--- src/fbp_pkg.sv ---
// Shared constants, command codes and carrier types for the flash protection controller
package fbp_pkg;

	localparam int CLK_NS = 20;
	localparam int ADDR_W = 22;
	localparam int DATA_W = 16;

	// Settings register layout
	localparam int PSR_SECID_BIT = 0;
	localparam int PSR_MODE_LO   = 1;
	localparam int PSR_MODE_HI   = 2;
	localparam int PSR_VDEF_BIT  = 4;
	localparam logic [DATA_W-1:0] PSR_RSVD_MASK  = 16'hFFE8;
	localparam logic [1:0]        MODE_PASS_DFLT = 2'h3;
	localparam logic [1:0]        MODE_PASS_ONLY = 2'h2;
	localparam logic [1:0]        MODE_PWD_ONLY  = 2'h1;
	localparam logic [1:0]        MODE_ILLEGAL   = 2'h0;

	// Bus timing in ns, persistent program and erase times in us and ms, and derived cycle counts
	localparam int T_WE_LOW_NS  = 40;
	localparam int T_ACC_NS     = 70;
	localparam int T_RST_LOW_NS = 500;
	localparam int T_RST_REC_NS = 50;
	localparam int PERSISTENT_BLOCK_GUARD_BIT_PROG_US = 20;
	localparam int PERSISTENT_BLOCK_GUARD_BIT_ERASE_MS = 25;
	localparam int WP_CYC  = (T_WE_LOW_NS + CLK_NS - 1) / CLK_NS;
	localparam int ACC_CYC = (T_ACC_NS + CLK_NS - 1) / CLK_NS;
	localparam int RP_CYC  = (T_RST_LOW_NS + CLK_NS - 1) / CLK_NS;
	localparam int RH_CYC  = (T_RST_REC_NS + CLK_NS - 1) / CLK_NS;
	localparam int PERSISTENT_BLOCK_GUARD_BIT_PROG_CYC = (PERSISTENT_BLOCK_GUARD_BIT_PROG_US * 1000 + CLK_NS - 1) / CLK_NS;
	localparam int PERSISTENT_BLOCK_GUARD_BIT_ERASE_CYC = (PERSISTENT_BLOCK_GUARD_BIT_ERASE_MS * 1000000 + CLK_NS - 1) / CLK_NS;
	// Pin output flop plus three-stage input synchroniser
	localparam int SYNC_CYC = 4;
	localparam int TMR_W    = 21;
	localparam int CNT_W    = 8;

	// Command cycle codes, all arbitrary
	localparam logic [ADDR_W-1:0] CMD_ADDR  = 22'h000555;
	localparam logic [ADDR_W-1:0] ZERO_ADDR = 22'h000000;
	localparam logic [DATA_W-1:0] CODE_PSR_ENTRY  = 16'h0075;
	localparam logic [DATA_W-1:0] CODE_VPB_ENTRY  = 16'h00E0;
	localparam logic [DATA_W-1:0] CODE_PERSISTENT_BLOCK_GUARD_BIT_ENTRY = 16'h00C0;
	localparam logic [DATA_W-1:0] CODE_GLB_ENTRY  = 16'h0050;
	localparam logic [DATA_W-1:0] CODE_EXIT       = 16'h00F0;
	localparam logic [DATA_W-1:0] CODE_BIT_ZERO   = 16'h0000;
	localparam logic [DATA_W-1:0] CODE_BIT_ONE    = 16'h0001;
	localparam logic [DATA_W-1:0] CODE_NV_ERASE   = 16'h0030;

	typedef enum logic [3:0] {
		OP_PSR_PROG,
		OP_PSR_READ,
		OP_VPB_SET,
		OP_VPB_CLR,
		OP_VPB_READ,
		OP_PERSISTENT_BLOCK_GUARD_BIT_PROG,
		OP_PERSISTENT_BLOCK_GUARD_BIT_ERASE,
		OP_PERSISTENT_BLOCK_GUARD_BIT_READ,
		OP_GLB_SET,
		OP_GLB_READ,
		OP_HW_RESET
	} fbp_op_e;

	typedef struct packed {
		fbp_op_e             op;
		logic [ADDR_W-1:0]   addr;
		logic [DATA_W-1:0]   data;
	} fbp_req_s;

	typedef struct packed {
		logic                ce_n;
		logic                oe_n;
		logic                we_n;
		logic                rst_n;
		logic                dq_oe_n;
		logic [ADDR_W-1:0]   addr;
		logic [DATA_W-1:0]   dq;
	} fbp_pins_s;

endpackage

--- src/fbp_ctrl.sv ---
// Host controller that drives flash protection command sequences over the flash bus
// Operation
// (RULE1) Settings register is sixteen bits, four one-time bits, zeros never return to one.
// (RULE2) Settings bits 15..5 and 3 are reserved and read as ones.
// (RULE3) Settings bit 4 chooses volatile default: zero protected, one unprotected.
// (RULE4) Settings bit 0 locks the security ID space when zero.
// (RULE5) Settings bits 2..1: 11 default, 10 pass-through only, 01 password only.
// (RULE6) A settings program leaving bits 2..1 at 00 is rejected.
// (RULE7) Settings mode is entered by entry command and left by exit command.
// (RULE8) One volatile guard bit per 32 KWord block, boot halves separate; the model keys all 128 bits on address bits 21..15 alone.
// (RULE9) Volatile mode accepts set, clear, status read until exit command.
// (RULE10) Volatile bit zero blocks program and erase; one allows them.
// (RULE11) Hardware reset loads every volatile bit from settings bit 4.
// (RULE12) One persistent guard bit per block, all ones as shipped.
// (RULE13) Persistent program clears one block bit within 20 microseconds.
// (RULE14) Persistent erase sets all bits to one, up to 25 milliseconds.
// (RULE15) Persistent mode offers a status read of one block bit.
// (RULE16) Persistent bits survive hardware reset and power cycling.
// (RULE17) After irreversible lock, persistent program and erase are ignored.
// (RULE18) Global lock zero freezes persistent bits; one allows change in mode.
// (RULE19) Global lock mode: set drives bit to zero, status read, exit.
// (RULE20) Pass-through: reset or power cycle clears global lock to one.
// (RULE21) Host should pick explicit pass-through only or password only; the controller also accepts 11 and leaves the choice to the caller.
// (RULE22) Password mode: lock zero after reset, one only after password check.
// (RULE23) Settings program in password mode drives global lock to zero.
// (RULE24) Block is protected when either guard bit is zero.
// (RULE25) Every mode step is a sequence of host write cycles on the bus; status reads use a read cycle with OE low instead.
`timescale 1ns/1ps
module fbp_ctrl #(
	parameter int ERASE_CYC = fbp_pkg::PERSISTENT_BLOCK_GUARD_BIT_ERASE_CYC
) (
	input  wire logic                        i_clk_sys,
	input  wire logic                        i_reset_n,
	input  wire logic                        i_req_valid,
	input  wire fbp_pkg::fbp_req_s           i_req,
	output logic                             o_req_ready,
	output logic                             o_busy,
	output logic                             o_done,
	output logic                             o_refused,
	output logic [fbp_pkg::DATA_W-1:0]       o_rdata,
	output logic                             o_flash_ce_n,
	output logic                             o_flash_oe_n,
	output logic                             o_flash_we_n,
	output logic                             o_flash_rst_n,
	output logic [fbp_pkg::ADDR_W-1:0]       o_flash_addr,
	output logic [fbp_pkg::DATA_W-1:0]       o_flash_dq,
	output logic                             o_flash_dq_oe_n,
	input  wire logic [fbp_pkg::DATA_W-1:0]  i_flash_dq
);
	import fbp_pkg::*;

	typedef enum logic [2:0] {
		ST_IDLE,
		ST_ENTRY,
		ST_OP,
		ST_READ,
		ST_WAIT,
		ST_EXIT,
		ST_RST,
		ST_RREC
	} fbp_state_e;

	fbp_state_e            state_reg, state_next;
	logic [CNT_W-1:0]      cnt_reg, cnt_next;
	logic [TMR_W-1:0]      tmr_reg, tmr_next;
	fbp_req_s              req_reg, req_next;
	logic [DATA_W-1:0]     rdata_reg, rdata_next;
	logic                  done_reg, done_next;
	logic                  refused_reg, refused_next;
	fbp_pins_s             pins_reg, pins_next;
	logic [DATA_W-1:0]     dq_s1_reg, dq_s2_reg, dq_s3_reg;
	logic                  accept;
	logic                  psr_bad;

	function automatic logic is_read(input fbp_op_e op);
		return (op == OP_PSR_READ) || (op == OP_VPB_READ) || (op == OP_PERSISTENT_BLOCK_GUARD_BIT_READ)
			|| (op == OP_GLB_READ);
	endfunction

	function automatic logic [DATA_W-1:0] entry_code(input fbp_op_e op);
		unique case (op)
			OP_PSR_PROG, OP_PSR_READ:                  return CODE_PSR_ENTRY;
			OP_VPB_SET, OP_VPB_CLR, OP_VPB_READ:       return CODE_VPB_ENTRY;
			OP_PERSISTENT_BLOCK_GUARD_BIT_PROG, OP_PERSISTENT_BLOCK_GUARD_BIT_ERASE, OP_PERSISTENT_BLOCK_GUARD_BIT_READ: return CODE_PERSISTENT_BLOCK_GUARD_BIT_ENTRY;
			OP_GLB_SET, OP_GLB_READ, OP_HW_RESET:      return CODE_GLB_ENTRY;
			default:                                   return CODE_EXIT;
		endcase
	endfunction

	function automatic logic [DATA_W-1:0] op_code(input fbp_req_s r);
		unique case (r.op)
			OP_PSR_PROG:   return r.data;
			OP_VPB_CLR:    return CODE_BIT_ONE;
			OP_PERSISTENT_BLOCK_GUARD_BIT_ERASE: return CODE_NV_ERASE;
			default:       return CODE_BIT_ZERO;
		endcase
	endfunction

	// Illegal 00 pair is never sent; explicit choice left to the caller
	assign psr_bad = (i_req.op == OP_PSR_PROG)
		&& (i_req.data[PSR_MODE_HI:PSR_MODE_LO] == MODE_ILLEGAL); // RULE6 RULE21
	assign o_req_ready = (state_reg == ST_IDLE);
	assign accept = i_req_valid && o_req_ready && !psr_bad;
	assign o_busy = (state_reg != ST_IDLE);
	assign o_done = done_reg;
	assign o_refused = refused_reg;
	assign o_rdata = rdata_reg;
	assign o_flash_ce_n = pins_reg.ce_n;
	assign o_flash_oe_n = pins_reg.oe_n;
	assign o_flash_we_n = pins_reg.we_n;
	assign o_flash_rst_n = pins_reg.rst_n;
	assign o_flash_addr = pins_reg.addr;
	assign o_flash_dq = pins_reg.dq;
	assign o_flash_dq_oe_n = pins_reg.dq_oe_n;

	always_comb
	begin
		state_next = state_reg;
		cnt_next = cnt_reg + 1'b1;
		tmr_next = tmr_reg;
		req_next = req_reg;
		rdata_next = rdata_reg;
		done_next = 1'b0;
		refused_next = i_req_valid && o_req_ready && psr_bad; // RULE6
		unique case (state_reg)
			ST_IDLE:
			begin
				cnt_next = '0;
				if (accept)
				begin
					req_next = i_req;
					if (i_req.op == OP_HW_RESET)
					begin
						state_next = ST_RST;
						tmr_next = TMR_W'(RP_CYC - 1);
					end
					else
						state_next = ST_ENTRY; // RULE7 RULE9 RULE19
				end
			end
			ST_ENTRY:
				if (cnt_reg == CNT_W'(WP_CYC))
				begin
					cnt_next = '0;
					state_next = is_read(req_reg.op) ? ST_READ : ST_OP; // RULE15 RULE19
				end
			ST_OP:
				if (cnt_reg == CNT_W'(WP_CYC))
				begin
					cnt_next = '0;
					state_next = ST_EXIT;
					if (req_reg.op == OP_PERSISTENT_BLOCK_GUARD_BIT_PROG)
					begin
						state_next = ST_WAIT;
						tmr_next = TMR_W'(PERSISTENT_BLOCK_GUARD_BIT_PROG_CYC - 1); // RULE13
					end
					else if (req_reg.op == OP_PERSISTENT_BLOCK_GUARD_BIT_ERASE)
					begin
						state_next = ST_WAIT;
						tmr_next = TMR_W'(ERASE_CYC - 1); // RULE14
					end
				end
			ST_READ:
				// Data accepted only once two synchroniser stages agree
				if (cnt_reg >= CNT_W'(ACC_CYC + SYNC_CYC) && dq_s2_reg == dq_s3_reg)
				begin
					cnt_next = '0;
					rdata_next = dq_s3_reg;
					state_next = ST_EXIT;
				end
			ST_WAIT:
			begin
				cnt_next = '0;
				tmr_next = tmr_reg - 1'b1;
				if (tmr_reg == '0)
					state_next = ST_EXIT;
			end
			ST_EXIT:
				if (cnt_reg == CNT_W'(WP_CYC))
				begin
					state_next = ST_IDLE; // RULE7 RULE9
					done_next = 1'b1;
				end
			ST_RST:
			begin
				tmr_next = tmr_reg - 1'b1;
				if (tmr_reg == '0)
				begin
					state_next = ST_RREC;
					tmr_next = TMR_W'(RH_CYC - 1);
				end
			end
			ST_RREC:
			begin
				tmr_next = tmr_reg - 1'b1;
				if (tmr_reg == '0)
				begin
					state_next = ST_IDLE;
					done_next = 1'b1;
				end
			end
		endcase
	end

	// Pin values follow the registered state, so all pins move on one edge
	always_comb
	begin
		pins_next.ce_n = 1'b1;
		pins_next.oe_n = 1'b1;
		pins_next.we_n = 1'b1;
		pins_next.rst_n = 1'b1;
		pins_next.dq_oe_n = 1'b1;
		pins_next.addr = pins_reg.addr;
		pins_next.dq = pins_reg.dq;
		unique case (state_reg)
			ST_ENTRY, ST_OP, ST_EXIT:
			begin
				pins_next.ce_n = 1'b0;
				pins_next.dq_oe_n = 1'b0;
				pins_next.we_n = (cnt_reg >= CNT_W'(WP_CYC)); // RULE25
				pins_next.addr = (state_reg == ST_OP) ? req_reg.addr : CMD_ADDR;
				pins_next.dq = (state_reg == ST_ENTRY) ? entry_code(req_reg.op)
					: (state_reg == ST_OP) ? op_code(req_reg) : CODE_EXIT;
			end
			ST_READ:
			begin
				pins_next.ce_n = 1'b0;
				pins_next.oe_n = 1'b0;
				pins_next.addr = (req_reg.op == OP_GLB_READ || req_reg.op == OP_PSR_READ)
					? ZERO_ADDR : req_reg.addr;
			end
			// Volatile bits reload and pass-through lock clears on this pulse
			ST_RST: pins_next.rst_n = 1'b0; // RULE11 RULE20
			default: ;
		endcase
	end

	always_ff @(posedge i_clk_sys)
	begin
		if (!i_reset_n)
		begin
			state_reg <= ST_IDLE;
			cnt_reg <= '0;
			tmr_reg <= '0;
			req_reg <= '0;
			rdata_reg <= '0;
			done_reg <= 1'b0;
			refused_reg <= 1'b0;
			pins_reg <= '{ce_n: 1'b1, oe_n: 1'b1, we_n: 1'b1, rst_n: 1'b1,
				dq_oe_n: 1'b1, addr: '0, dq: '0};
			dq_s1_reg <= '0;
			dq_s2_reg <= '0;
			dq_s3_reg <= '0;
		end
		else
		begin
			state_reg <= state_next;
			cnt_reg <= cnt_next;
			tmr_reg <= tmr_next;
			req_reg <= req_next;
			rdata_reg <= rdata_next;
			done_reg <= done_next;
			refused_reg <= refused_next;
			pins_reg <= pins_next;
			dq_s1_reg <= i_flash_dq;
			dq_s2_reg <= dq_s1_reg;
			dq_s3_reg <= dq_s2_reg;
		end
	end

	AST_REFUSE_00: assert property (@(posedge i_clk_sys) disable iff (!i_reset_n) // RULE6
		(i_req_valid && o_req_ready && psr_bad) |=> (o_refused && state_reg == ST_IDLE))
		else $error("Illegal mode pair not refused");
	AST_ENTRY_FIRST: assert property (@(posedge i_clk_sys) disable iff (!i_reset_n) // RULE7
		(accept && i_req.op != OP_HW_RESET) |=> ##1 (!o_flash_ce_n && o_flash_dq
			== entry_code(req_reg.op) && o_flash_addr == CMD_ADDR))
		else $error("Sequence did not open with the entry cycle");
	AST_EXIT_LAST: assert property (@(posedge i_clk_sys) disable iff (!i_reset_n) // RULE9
		(state_reg == ST_EXIT && cnt_reg == CNT_W'(WP_CYC)) |=> (o_done && !o_busy))
		else $error("Exit cycle did not finish the sequence");
	AST_PERSISTENT_BLOCK_GUARD_BIT_WAIT: assert property (@(posedge i_clk_sys) disable iff (!i_reset_n) // RULE13
		(state_reg == ST_OP && state_next == ST_WAIT && req_reg.op == OP_PERSISTENT_BLOCK_GUARD_BIT_PROG)
		|=> (tmr_reg == TMR_W'(PERSISTENT_BLOCK_GUARD_BIT_PROG_CYC - 1)))
		else $error("Persistent program wait not loaded");
	AST_ERASE_WAIT: assert property (@(posedge i_clk_sys) disable iff (!i_reset_n) // RULE14
		(state_reg == ST_OP && state_next == ST_WAIT && req_reg.op == OP_PERSISTENT_BLOCK_GUARD_BIT_ERASE)
		|=> (tmr_reg == TMR_W'(ERASE_CYC - 1)))
		else $error("Persistent erase wait not loaded");
	AST_RST_PULSE: assert property (@(posedge i_clk_sys) disable iff (!i_reset_n) // RULE11
		$fell(o_flash_rst_n) |-> (!o_flash_rst_n) [*8])
		else $error("Reset pulse too short");
	AST_WE_PULSE: assert property (@(posedge i_clk_sys) disable iff (!i_reset_n) // RULE25
		$fell(o_flash_we_n) |=> !o_flash_we_n ##1 o_flash_we_n)
		else $error("Write pulse width wrong");
	AST_WRITE_DRIVES: assert property (@(posedge i_clk_sys) disable iff (!i_reset_n) // RULE25
		!o_flash_we_n |-> (!o_flash_dq_oe_n && !o_flash_ce_n && o_flash_oe_n))
		else $error("Write cycle without data drive");
	AST_NO_CONTENTION: assert property (@(posedge i_clk_sys) disable iff (!i_reset_n) // RULE15
		!o_flash_oe_n |-> o_flash_dq_oe_n)
		else $error("Data driven during read");

endmodule

--- config.mk ---
export PLATFORM = sky130hd
export DESIGN_NAME = fbp_ctrl
export DESIGN_NICKNAME = d
export VERILOG_FILES = /design/src/fbp_pkg.sv /design/src/fbp_ctrl.sv
export SDC_FILE = /design/constraint.sdc
export NUM_CORES = 1
export LEC_CHECK = 0
export BUFFER_PORTS_ARGS = -buffer_cell sky130_fd_sc_hd__buf_2
export CAP_MARGIN = 20
export CORE_MARGIN = 4
export CORE_UTILIZATION = 62
export CTS_BUF_LIST = sky130_fd_sc_hd__clkbuf_2
export CTS_CLUSTER_DIAMETER = 120
export DETAILED_ROUTE_END_ITERATION = 10
export HOLD_SLACK_MARGIN = 0.1
export PLACE_DENSITY = 0.87
export SLEW_MARGIN = 20
export SYNTH_ARGS = -nofsm -noshare
export SYNTH_HDL_FRONTEND = slang
export SYNTH_SLANG_ARGS = --single-unit
export TNS_END_PERCENT = 20
--- constraint.sdc ---
create_clock -name i_clk_sys -period 5.53 [get_ports i_clk_sys]
set_input_delay 1.106 -clock i_clk_sys [delete_from_list [all_inputs] [get_ports i_clk_sys]]
set_output_delay 1.106 -clock i_clk_sys [all_outputs]
set_load 0.02 [all_outputs]
Word level (Yosys, flattened, before mapping)
Memories as Yosys holds them, arrays and structs flattened. A register that Yosys moved wholly into a read port is not among the register bits.
Cells that the tools add are included.
Storage, ports and cells
  bits in latches: 0
  output and inout port bits: 63
  bits of input ports: 61
  bits in registers: 183
  RAM bits: 0
  memories kept: 1
  word-level logic and storage cells: 117
  ROM bits: 80
Cells by class
  divide/modulo/power cells: 0
  mux-type cells: 38
  add/sub/neg operators: 2
  bitwise operators: 0
  multiply operators: 0
  order comparisons: 2
  shift operators: 0
  equal/unequal tests: 27
  reduce and logical (&&, ||, !) cells: 28
Memory list
  (name not given): depth 16, width 5, rd ports 1, clocked after Yosys merged registers in 1, write ports 0, RTL line fbp_ctrl.sv:81  | unique case (op)
Operator list (number)
  $mux W21: 6
  $pmux W21 S4: 1
  $pmux W16 S3: 1
  $mux W22: 2
  $pmux W22 S2: 1
  $mux W16: 2
  $mux W3: 9
  $pmux W3 S8: 1
  $pmux W8 S3: 1
  $logic_not A21 Y1: 1
  $sub A21 B1 Y21 const B: 1
  $eq A16 B16 Y1: 1
  $eq A4 B3 Y1 const B: 4
  $mux W8: 2
  $ne A2 B2 Y1 const B: 7
  $eq A3 B3 Y1 const B: 4
  $mux W1: 9
  $add A8 B1 Y8 const B: 1
  $eq A4 B4 Y1 const B: 2
  $eq A8 B2 Y1 const B: 1
  $ge A8 B2 Y1 const B: 1
  $ge A8 B4 Y1 const B: 1
  $logic_not A4 Y1: 2
  $mux W4: 2
  other kinds (21): 34

Longest topological paths before layout
Gate-level depths: netlist of run 1.
  depth in word-level cells: 7
  mapped depth: 8
  depth with buffers taken out: 7

Least setup slack after synthesis of run 1
OpenSTA, ideal clock, no wires.
  path kind: input to register
  start: input i_req[2] (netlist name)
  end: register tmr_reg[17]
  setup time: 0.095 ns
  stages: 6
  path buffers: 0
  arrival time: 2.630 ns
  required time: 5.435 ns
  slack: 2.805 ns
  path through: or4_1 o21ai_0 a2bb2oi_1 a21oi_1 o21ai_1 o311ai_1
Between the ends
  cells in the longest elaborated chain, start to end: 6
Ends and longest elaborated chain
  from (decl): RTL line fbp_ctrl.sv:35  | input wire fbp_pkg::fbp_req_s i_req,
  $logic_not A2 Y1: RTL line fbp_ctrl.sv:101  | && (i_req.data[PSR_MODE_HI:PSR_MODE_LO] == MODE_ILLEGAL);
  $logic_and A1 B1 Y1: RTL line fbp_ctrl.sv:101
  $logic_not A1 Y1: RTL line fbp_ctrl.sv:103  | assign accept = i_req_valid && o_req_ready && !psr_bad;
  $logic_and A1 B1 Y1: RTL line fbp_ctrl.sv:103
  $ne A2 B1 Y1 (no source line)
  $reduce_and A5 Y1 (no source line)
  to (signal assigned): RTL line fbp_ctrl.sv:259  | tmr_reg <= tmr_next;
  to (decl): RTL line fbp_ctrl.sv:65  | logic [TMR_W-1:0] tmr_reg, tmr_next;
No other way between the ends.
A chain may end at the register's enable or synchronous reset.

Worst setup path in the final report of run 1
  start: register state_reg[1]
  end: output o_req_ready
Between the ends
  cells in the longest elaborated chain, start to end: 1
Ends and longest elaborated chain
  from (decl): RTL line fbp_ctrl.sv:63  | fbp_state_e state_reg, state_next;
  from (signal assigned): RTL line fbp_ctrl.sv:257  | state_reg <= state_next;
  $logic_not A3 Y1: RTL line fbp_ctrl.sv:102  | assign o_req_ready = (state_reg == ST_IDLE);
  to (decl): RTL line fbp_ctrl.sv:36  | output logic o_req_ready,
No other way between the ends.

==> results.cfg, run 1 <==
[status]
status = completed

[routing]
drc = 0
routed-via-count = 6234
drt_iter0_drc = 568
firstDrtPassIters = 5
ant_nets = 0
routed_wl_um = 16490
wl_per_cell_um = 15.17
viasPerCell = 5.735

[critical_path]
critPathLaunch = state_reg[1]$_SDFFE_PN0P_
reg2regPathDepth = 6
arrival_ns = 2.34
cp-start-kind = register
critical_path.max_fanout = 19
crit_buf_inv = 1
timing.rr.start = state_reg[1]$_SDFFE_PN0P_
crit_chain = or2_2 > nor2_1 > buf_2
max_stage_delay_ns = 0.57
cp_slowest_cell = dfxtp_1
worstPathRequired_ns = 4.42
crit_family = simple AND/OR/NAND/NOR gates
end_kind = output port
crit_type = register to output port
r2r_slack_ns = 2.77
r2r_end = tmr_reg[20]$_SDFFE_PN0P_

[synth]
synthFlopType = dfxtp_1
netlist_instances = 830
synth_enable_flop_cells = 0
synth_area_leaders = dfxtp_1 51%, nand2_1 6.8%, a21oi_1 5.2%
synth.most_common_cell = dfxtp_1
synth_top_area_share_pct = 51.36
yosys-top-cells-count = 187 x dfxtp_1, 133 x nand2_1, 78 x nor2_1, 76 x a21oi_1, 51 x and2_1
yosys_warnings = 0
syn_area_mm2 = 0.007288
synth_cell_types = 59
async_flop_share_pct = 0
ys_ff_latch = 187
yosysSeqAreaShare_pct = 51.36
syn_nets = 895
synth_area_leader_cell = dfxtp_1
syn_area_per_cell_um2 = 8.781

[placement]
port_buffers = 123
dpl.hpwl_um = 11300
place.gp.congestion = 0.8426

[timing]
finalSetupTns_ns = 0
setup-violations-final = 0
hold_viol = 0
fmax_ghz = 0.2905
skew_ns = 0.02737
max_slew.worst_pin.slew_ns = 1.059
timing.final.max_slew_violations = 0
min_period_over_period_pct = 62.26
rsz0062_at_grt = no
slew_headroom_pct = 29.21
finalCriticalPeriod_ns = 3.443

[power]
p_leak_nw = 3.476
seq_power_share_pct = 48.4
p_total_mw = 3.366
p_clk_share_pct = 24.8
pwr-share-comb_pct = 26.8
power.density_mw_per_mm2 = 407.2
internal-power_mw = 2.182
vdd_drop_max_mv = 0.2692
p_sw_share_pct = 35.17
p_sw_mw = 1.183

[min_path]
min_to = dq_s2_reg[3]$_SDFF_PN0_
hold_depth = 1
hp-class = register to register
worstHoldStart = dq_s1_reg[3]$_SDFF_PN0_

[final_layout]
multi_input_area_mm2 = 0.003306
register_area_mm2 = 0.003744
syn_to_final_growth_pct = 13.41
final_util_pct = 72.08
antenna_cells = 0
largest_reg_flops = 42
fillCellCount = 817
layout.nets = 996
drive_above_1_share_pct = 18.64

[clock_network]
cts_hold_buffers = 0
ctsResizeCount = 0
postCtsSetupBuffers = 0
clk_latency_ns = 0.79
cts_max_path_buffers = 2
cts_htree_levels = 4
cts_tree = yes
path_clk_slew_ns = 0.26
cts_buffers = 17
clock-sinks = 187
cts_root_buf = clkbuf_2

[floorplan]
num_io_pins = 124
core-area_mm2 = 0.01147
fp.dieW_um = 116.4
dieArea_mm2 = 0.01355
rows = 39
fp.dieH_um = 116.4
initial_utilization_pct = 63.56

[grt]
antenna_found_initial = 0
grt_pass1_vias = 5683
grt_start_max_net_pins = 75
overflow = 0
grt_first_pass_wirelength_um = 26740
grt_use_total_pct = 24.75

[flow_run]
drv_cap = 0
[routing by layer]
metal  wire length, µm  global-route usage (%)
met5                 0                       0
met4               235                   7.966
met3              1231                   7.565
met2              8017                   39.59
met1              7000                   32.18
[kinds of logic after synthesis]
logic type	share of synthesized area, %
compound gates	16.19
xor+xnor	2.764
fa+ha+maj	0.6867
buf+inv	3.279
flops	51.36
mux	2.609
simple gates	23.11
[area by class of cell]
type | count | share of cell area, %
Inverter | 12 | 0.5450
Clock inverter | 15 | 2.891
Sequential cell | 187 | 45.29
Timing Repair Buffer | 130 | 8.084
Clock buffer | 17 | 1.029
Multi-Input combinational cell | 583 | 39.99
Tap cell | 143 | 2.165
[how the worst max path moves through the flow]
| stage | to | slack (ns) | cells after the start |
|---|---|---|---|
| after floorplan | tmr_reg[17]$_SDFFE_PN0P_ | 2.81 | 6 |
| after global routing | o_req_ready | 1.92 | 3 |
| after global placement | tmr_reg[16]$_SDFFE_PN0P_ | 2.31 | 7 |
| after CTS | o_req_ready | 2.05 | 3 |
| final | o_req_ready | 2.09 | 3 |
| after detailed placement | tmr_reg[20]$_SDFFE_PN0P_ | 2.22 | 7 |
[metrics by stage]
stage | worst slack (ns) | std cells | hold slack [ns] | cell area (µm²)
global route | 1.922 | 1087 | 0.4150 | 8265
floorplan | 2.805 | 830 | 0.4119 | 7288
detailed placement | 2.222 | 1055 | 0.4192 | 7941
global placement | 2.311 | 1055 | 0.4140 | 7941
finish | 2.087 | 1087 | 0.4577 | 8265
CTS | 2.052 | 1087 | 0.4572 | 8265
[placed cells by master (no fill, tap or decap), drive strengths merged, types with 6 or more instances in the layout]
| cell type | instances |
|---|---|
| nor3 | 13 |
| nor4 | 6 |
| nand4 | 6 |
| and2 | 52 |
| nand2b | 7 |
| buf | 130 |
| xnor2 | 18 |
| nand3 | 17 |
| nand2 | 133 |
| a21oi | 76 |
| a22oi | 28 |
| clkbuf | 17 |
| or3 | 7 |
| inv | 16 |
| nor2 | 78 |
| a31oi | 8 |
| dfxtp | 187 |
| o21ai | 37 |
| a211oi | 7 |
| mux2i | 19 |
[power by group through the flow]
| stage | clock, mW | combinational, mW | sequential, mW |
|---|---|---|---|
| 6_report | 0.834 | 0.904 | 1.63 |
| 3_3_place_gp | 0 | 0.878 | 1.65 |
| 5_1_grt | 0.897 | 1.01 | 1.65 |
| 2_1_floorplan | 0 | 0.672 | 1.64 |
| 4_1_cts | 0.841 | 0.900 | 1.62 |
| 3_5_place_dp | 0 | 0.894 | 1.65 |
[worst register-to-register path, stage by stage, from the launching register on]
cell and delay (ns):
dfxtp_1 0.80, nand2b_1 0.35, nor2_1 0.51, nand2_1 0.18, a21oi_1 0.54, o21ai_0 0.21
o21ai_0 0.10
Power figures use the tool's default switching activity.
==> inputs of run 2 (changes only) <==
--- a/config.mk
+++ b/config.mk
@@ -8,12 +8,12 @@
 export BUFFER_PORTS_ARGS = -buffer_cell sky130_fd_sc_hd__buf_2
 export CAP_MARGIN = 20
 export CORE_MARGIN = 4
-export CORE_UTILIZATION = 62
+export CORE_UTILIZATION = 58
 export CTS_BUF_LIST = sky130_fd_sc_hd__clkbuf_2
 export CTS_CLUSTER_DIAMETER = 120
 export DETAILED_ROUTE_END_ITERATION = 10
 export HOLD_SLACK_MARGIN = 0.1
-export PLACE_DENSITY = 0.87
+export PLACE_DENSITY = 0.82
 export SLEW_MARGIN = 20
 export SYNTH_ARGS = -nofsm -noshare
 export SYNTH_HDL_FRONTEND = slang
==> constraint.sdc (replaced) <==
create_clock -name i_clk_sys -period 3.23 [get_ports i_clk_sys]
set_input_delay 0.646 -clock i_clk_sys [delete_from_list [all_inputs] [get_ports i_clk_sys]]
set_output_delay 0.646 -clock i_clk_sys [all_outputs]
set_load 0.02 [all_outputs]
==> run 2 against run 1 <==
Against the previous run: setup slack worse by 1.8 ns; largest cell class unchanged; count of clock-buffer cells in the layout stayed put; sequential cell count did not move; highest routed layer unchanged; critical path depth did not move; critical endpoint unchanged; combinational power grew 84%.
==> results.cfg, run 2 (synthesized netlist as in run 1, its figures left out) <==
[critical_path]
cp-start-kind = register
crit_type = register to output port
end_kind = output port
arrival_ns = 2.28
critical_path.max_fanout = 13
worstPathRequired_ns = 2.58

[timing]
holdWs_ns = 0.2443
skew_ns = 0.02612
hold_viol = 0
rsz0062_at_grt = no
finalCriticalPeriod_ns = 2.929
timing.final.max_slew_violations = 0
max_slew.worst_pin.slew_ns = 0.9463
fmax_ghz = 0.3414
setup-violations-final = 0
finalSetupTns_ns = 0
slew_headroom_pct = 36.91
min_period_over_period_pct = 90.69

[routing]
firstDrtPassIters = 6
viasPerCell = 5.475
drc = 0
routed_wl_um = 18000
routed-via-count = 6439
wl_per_cell_um = 15.30
ant_nets = 0
drt_iter0_drc = 565

[grt]
grt_first_pass_wirelength_um = 29830
grtUsageMet1_pct = 31.41
met2_usage_pct = 42.04
grt.busiest_layer = met2
overflow = 0
grt_pass1_vias = 6225
grt_use_total_pct = 25.52
use_met3_pct = 7.493
antenna_found_initial = 1
grt_start_max_net_pins = 52

[power]
p_leak_nw = 3.729
power.density_mw_per_mm2 = 646.8
vdd_drop_max_mv = 0.5572
p_total_mw = 5.733

[clock_network]
clock-sinks = 187
cts_htree_levels = 4
cts_buffers = 17
clk_latency_ns = 0.77
path_clk_slew_ns = 0.24
cts_tree = yes
postCtsSetupBuffers = 0
cts_max_path_buffers = 2
cts_root_buf = clkbuf_2
ctsResizeCount = 0

[floorplan]
fp.dieW_um = 120.1
num_io_pins = 124
initial_utilization_pct = 59.93
fp.dieH_um = 120.1
rows = 40
core-area_mm2 = 0.01216
dieArea_mm2 = 0.01442

[final_layout]
largest_reg_flops = 42
layout.nets = 1058
final_cell_mix = 187 x dfxtp_1, 133 x nand2_1, 123 x buf_2
stdcell_count = 1176
final_common_cell = dfxtp_1
syn_to_final_growth_pct = 21.61
drive_above_1_share_pct = 18.19

[placement]
place.gp.congestion = 0.8568
port_buffers = 123
dp_cells = 1088
dpl.hpwl_um = 11480

[flow_run]
drv_cap = 0

[min_path]
hp-class = input port to register

[status]
status = completed
## run 2: area by class of cell
cell class	count	area, µm²
fillers	898	3298
multi-input cells	583	3313
clock inverters	15	192.7
diodes	2	5.005
inverters	12	45.04
clock buffers	17	85.08
flip-flops and latches	187	3744
repair buffers	192	1269
well taps	168	210.2
## run 2: report_power, final
part	internal, mW	switching, mW	leakage [nW]
logic	0.628	1.03	2.03
registers	2.56	0.214	1.53
clock network	0.512	0.786	0.171
total	3.70	2.03	3.73
## run 2: stage by stage
stage | worst slack (ns) | instance area (µm²) | utilization [%]
floorplan | 0.9650 | 7288 | -
global placement | 0.4963 | 8040 | 66.11
detailed placement | 0.4361 | 8040 | 66.11
CTS | 0.2958 | 8848 | 72.76
finish | 0.3008 | 8864 | 72.88
global route | 0.1097 | 8864 | 72.88
## run 2: path summary, 6_finish.rpt
path,from,endpoint,slack (ns),cells after the start
worst max register to register,state_reg[0]$_SDFFE_PN0P_,req_reg[10]$_SDFFE_PN0N_,0.67,5
worst min register to register,dq_s1_reg[4]$_SDFF_PN0_,dq_s2_reg[4]$_SDFF_PN0_,0.45,1
worst min-delay path,i_req[41],o_refused$_SDFF_PN0_,0.24,3
worst max-delay path,state_reg[2]$_SDFFE_PN0P_,o_req_ready,0.30,3
## run 2: layer usage
metal	part of all wire, %	wire length (µm)
met4	2.3	418
met2	49	8807
met5	0	0
met1	42	7518
met3	7.0	1252
## run 2: repair_timing
item,in CTS,in global routing
setup endpoints to repair,0,0
hold buffers,53,1
endpoints found under the hold margin,53,1
## run 2: critical path: stages (launching register included)
cell and delay [ns]:
dfxtp_1 0.51, or2_2 0.40, nor2_1 0.37, buf_2 0.25
==> inputs of run 3 (changes only) <==
--- a/config.mk
+++ b/config.mk
@@ -8,12 +8,12 @@
 export BUFFER_PORTS_ARGS = -buffer_cell sky130_fd_sc_hd__buf_2
 export CAP_MARGIN = 20
 export CORE_MARGIN = 4
-export CORE_UTILIZATION = 58
-export CTS_BUF_LIST = sky130_fd_sc_hd__clkbuf_2
+export CORE_UTILIZATION = 56
+export CTS_BUF_LIST = sky130_fd_sc_hd__clkbuf_16
 export CTS_CLUSTER_DIAMETER = 120
 export DETAILED_ROUTE_END_ITERATION = 10
 export HOLD_SLACK_MARGIN = 0.1
-export PLACE_DENSITY = 0.82
+export PLACE_DENSITY = 0.78
 export SLEW_MARGIN = 20
 export SYNTH_ARGS = -nofsm -noshare
 export SYNTH_HDL_FRONTEND = slang
==> run 3 against run 2 <==
Against the previous run: first-iteration DRC count shrank 15%; register-to-register slack worse by 0.05 ns; sequential share of layout area grew 1.1 points; wire length shrank 7.4%; clock power up 65%; final cell count decreased by 4.5%; combinational power shrank 5%; setup slack improved by 0.32 ns; core utilization decreased by 4.7 points; clock skew fell by 0.016 ns; sequential power about the same; critical path type is now register to register.
==> results.cfg, run 3 (synthesized netlist as in run 1, its figures left out) <==
[critical_path]
r2r_end = tmr_reg[4]$_SDFFE_PN0P_
cp-start-kind = register
timing.rr.start = state_reg[1]$_SDFFE_PN0P_
worstPathRequired_ns = 3.55
crit_end = tmr_reg[4]$_SDFFE_PN0P_
arrival_ns = 2.93
critical_path.max_fanout = 19
crit_type = register to register
end_kind = register
reg2regPathDepth = 5
r2r_slack_ns = 0.62
critPathLaunch = state_reg[1]$_SDFFE_PN0P_

[final_layout]
fillCellCount = 1050
largest_reg_flops = 42
drive_above_1_share_pct = 18.61
antenna_cells = 0
layout.nets = 1003
final_cell_mix = 187 x dfxtp_1, 133 x nand2_1, 123 x buf_2
syn_to_final_growth_pct = 18.58
final_common_cell = dfxtp_1

[min_path]
hp-class = input port to register

[flow_run]
drv_cap = 0

[grt]
grt_use_total_pct = 22.64
grt_pass1_vias = 5703
grt_first_pass_wirelength_um = 27030
grt_start_max_net_pins = 56
antenna_found_initial = 0
overflow = 0

[clock_network]
ctsResizeCount = 0
cts_buffers = 17
postCtsSetupBuffers = 0
cts_hold_buffers = 0
cts_htree_levels = 4
clock-sinks = 187
cts_tree = yes
cts_root_buf = clkbuf_16
cts_max_path_buffers = 2
clk_latency_ns = 0.43
path_clk_slew_ns = 0.06

[timing]
hold_viol = 0
min_period_over_period_pct = 80.88
holdWs_ns = 0.4247
finalCriticalPeriod_ns = 2.612
rsz0062_at_grt = no
timing.final.max_slew_violations = 0
max_slew.worst_pin.slew_ns = 0.7550
setup-violations-final = 0
slew_headroom_pct = 49.60
fmax_ghz = 0.3828
skew_ns = 0.01044
finalSetupTns_ns = 0

[power]
vdd_drop_max_mv = 0.4831
power.density_mw_per_mm2 = 751.7
p_leak_nw = 3.636

[placement]
port_buffers = 123
place.gp.congestion = 0.8255
dpl.hpwl_um = 11260

[floorplan]
initial_utilization_pct = 57.52
fp.dieH_um = 122.1
num_io_pins = 124
rows = 41
core-area_mm2 = 0.01267
dieArea_mm2 = 0.01490
fp.dieW_um = 122.1

[routing]
viasPerCell = 5.486
drt_iter0_drc = 478
routed_wl_um = 16660
ant_nets = 0
drc = 0
wl_per_cell_um = 14.84
firstDrtPassIters = 7
routed-via-count = 6161

[status]
status = completed
==> run 3: cell types whose count changed in the layout (fill, tap and decap cells not counted), sizes merged <==
| cell | delta |
|---|---|
| diode | -2 |
| buf | -1 |
| inv | +2 |
| clkinv | -2 |
| dlygate4sd3 | -54 |
==> run 3: metrics by stage <==
| step | setup WS (ns) | util (%) | instance area (µm²) | cells | power (mW) |
|---|---|---|---|---|---|
| 2_1_floorplan | 0.9650 | - | 7288 | 830 | 3.955 |
| 3_3_place_gp | 0.4601 | 63.43 | 8038 | 1091 | 4.352 |
| 3_5_place_dp | 0.3757 | 63.43 | 8038 | 1091 | 4.370 |
| 4_1_cts | 0.6259 | 68.20 | 8642 | 1123 | 6.520 |
| 5_1_grt | 0.3247 | 68.20 | 8642 | 1123 | 6.855 |
| 6_report | 0.6177 | 68.20 | 8642 | 1123 | 6.496 |
==> run 3: power breakdown <==
part | switching (mW) | total (mW) | internal (mW)
clock network | 0.861 | 2.14 | 1.28
registers | 0.220 | 2.78 | 2.56
logic | 0.993 | 1.57 | 0.582
==> run 3: critical path, stage by stage, from the launching register on <==
cell       delay, ns
dfxtp_1         0.73
nand2b_1        0.28
nor3_1          0.24
a2bb2oi_1       0.41
nand2_1         0.42
o32ai_1         0.42
==> run 3: area by class of cell <==
cell class              count  area, µm²  share of cell area, %
clock buffers              17      425.4                  4.923
clock inverters            15      178.9                  2.070
inverters                  12      45.04                 0.5212
multi-input cells         583       3313                  38.34
flip-flops and latches    187       3744                  43.32
well taps                 172      215.2                  2.490
repair buffers            137      720.7                  8.339
==> run 3: worst min path at each step <==
stage | startpoint | end | slack (ns) | cells after the start
3_3_place_gp | dq_s1_reg[8]$_SDFF_PN0_ | dq_s2_reg[8]$_SDFF_PN0_ | 0.41 | 1
2_1_floorplan | dq_s1_reg[0]$_SDFF_PN0_ | dq_s2_reg[0]$_SDFF_PN0_ | 0.41 | 1
3_5_place_dp | dq_s1_reg[7]$_SDFF_PN0_ | dq_s2_reg[7]$_SDFF_PN0_ | 0.42 | 1
4_1_cts | i_flash_dq[13] | dq_s1_reg[13]$_SDFF_PN0_ | 0.41 | 2
5_1_grt | i_flash_dq[13] | dq_s1_reg[13]$_SDFF_PN0_ | 0.41 | 2
6_report | i_flash_dq[13] | dq_s1_reg[13]$_SDFF_PN0_ | 0.42 | 2
==> run 3: routing by layer <==
metal	up-vias	track usage, %	part of all wire (%)
met5	-	0	0
met4	0	8.817	1.8
met3	30	6.732	6.7
met2	180	35.29	47
met1	2861	29.69	44
li1	3090	-	-
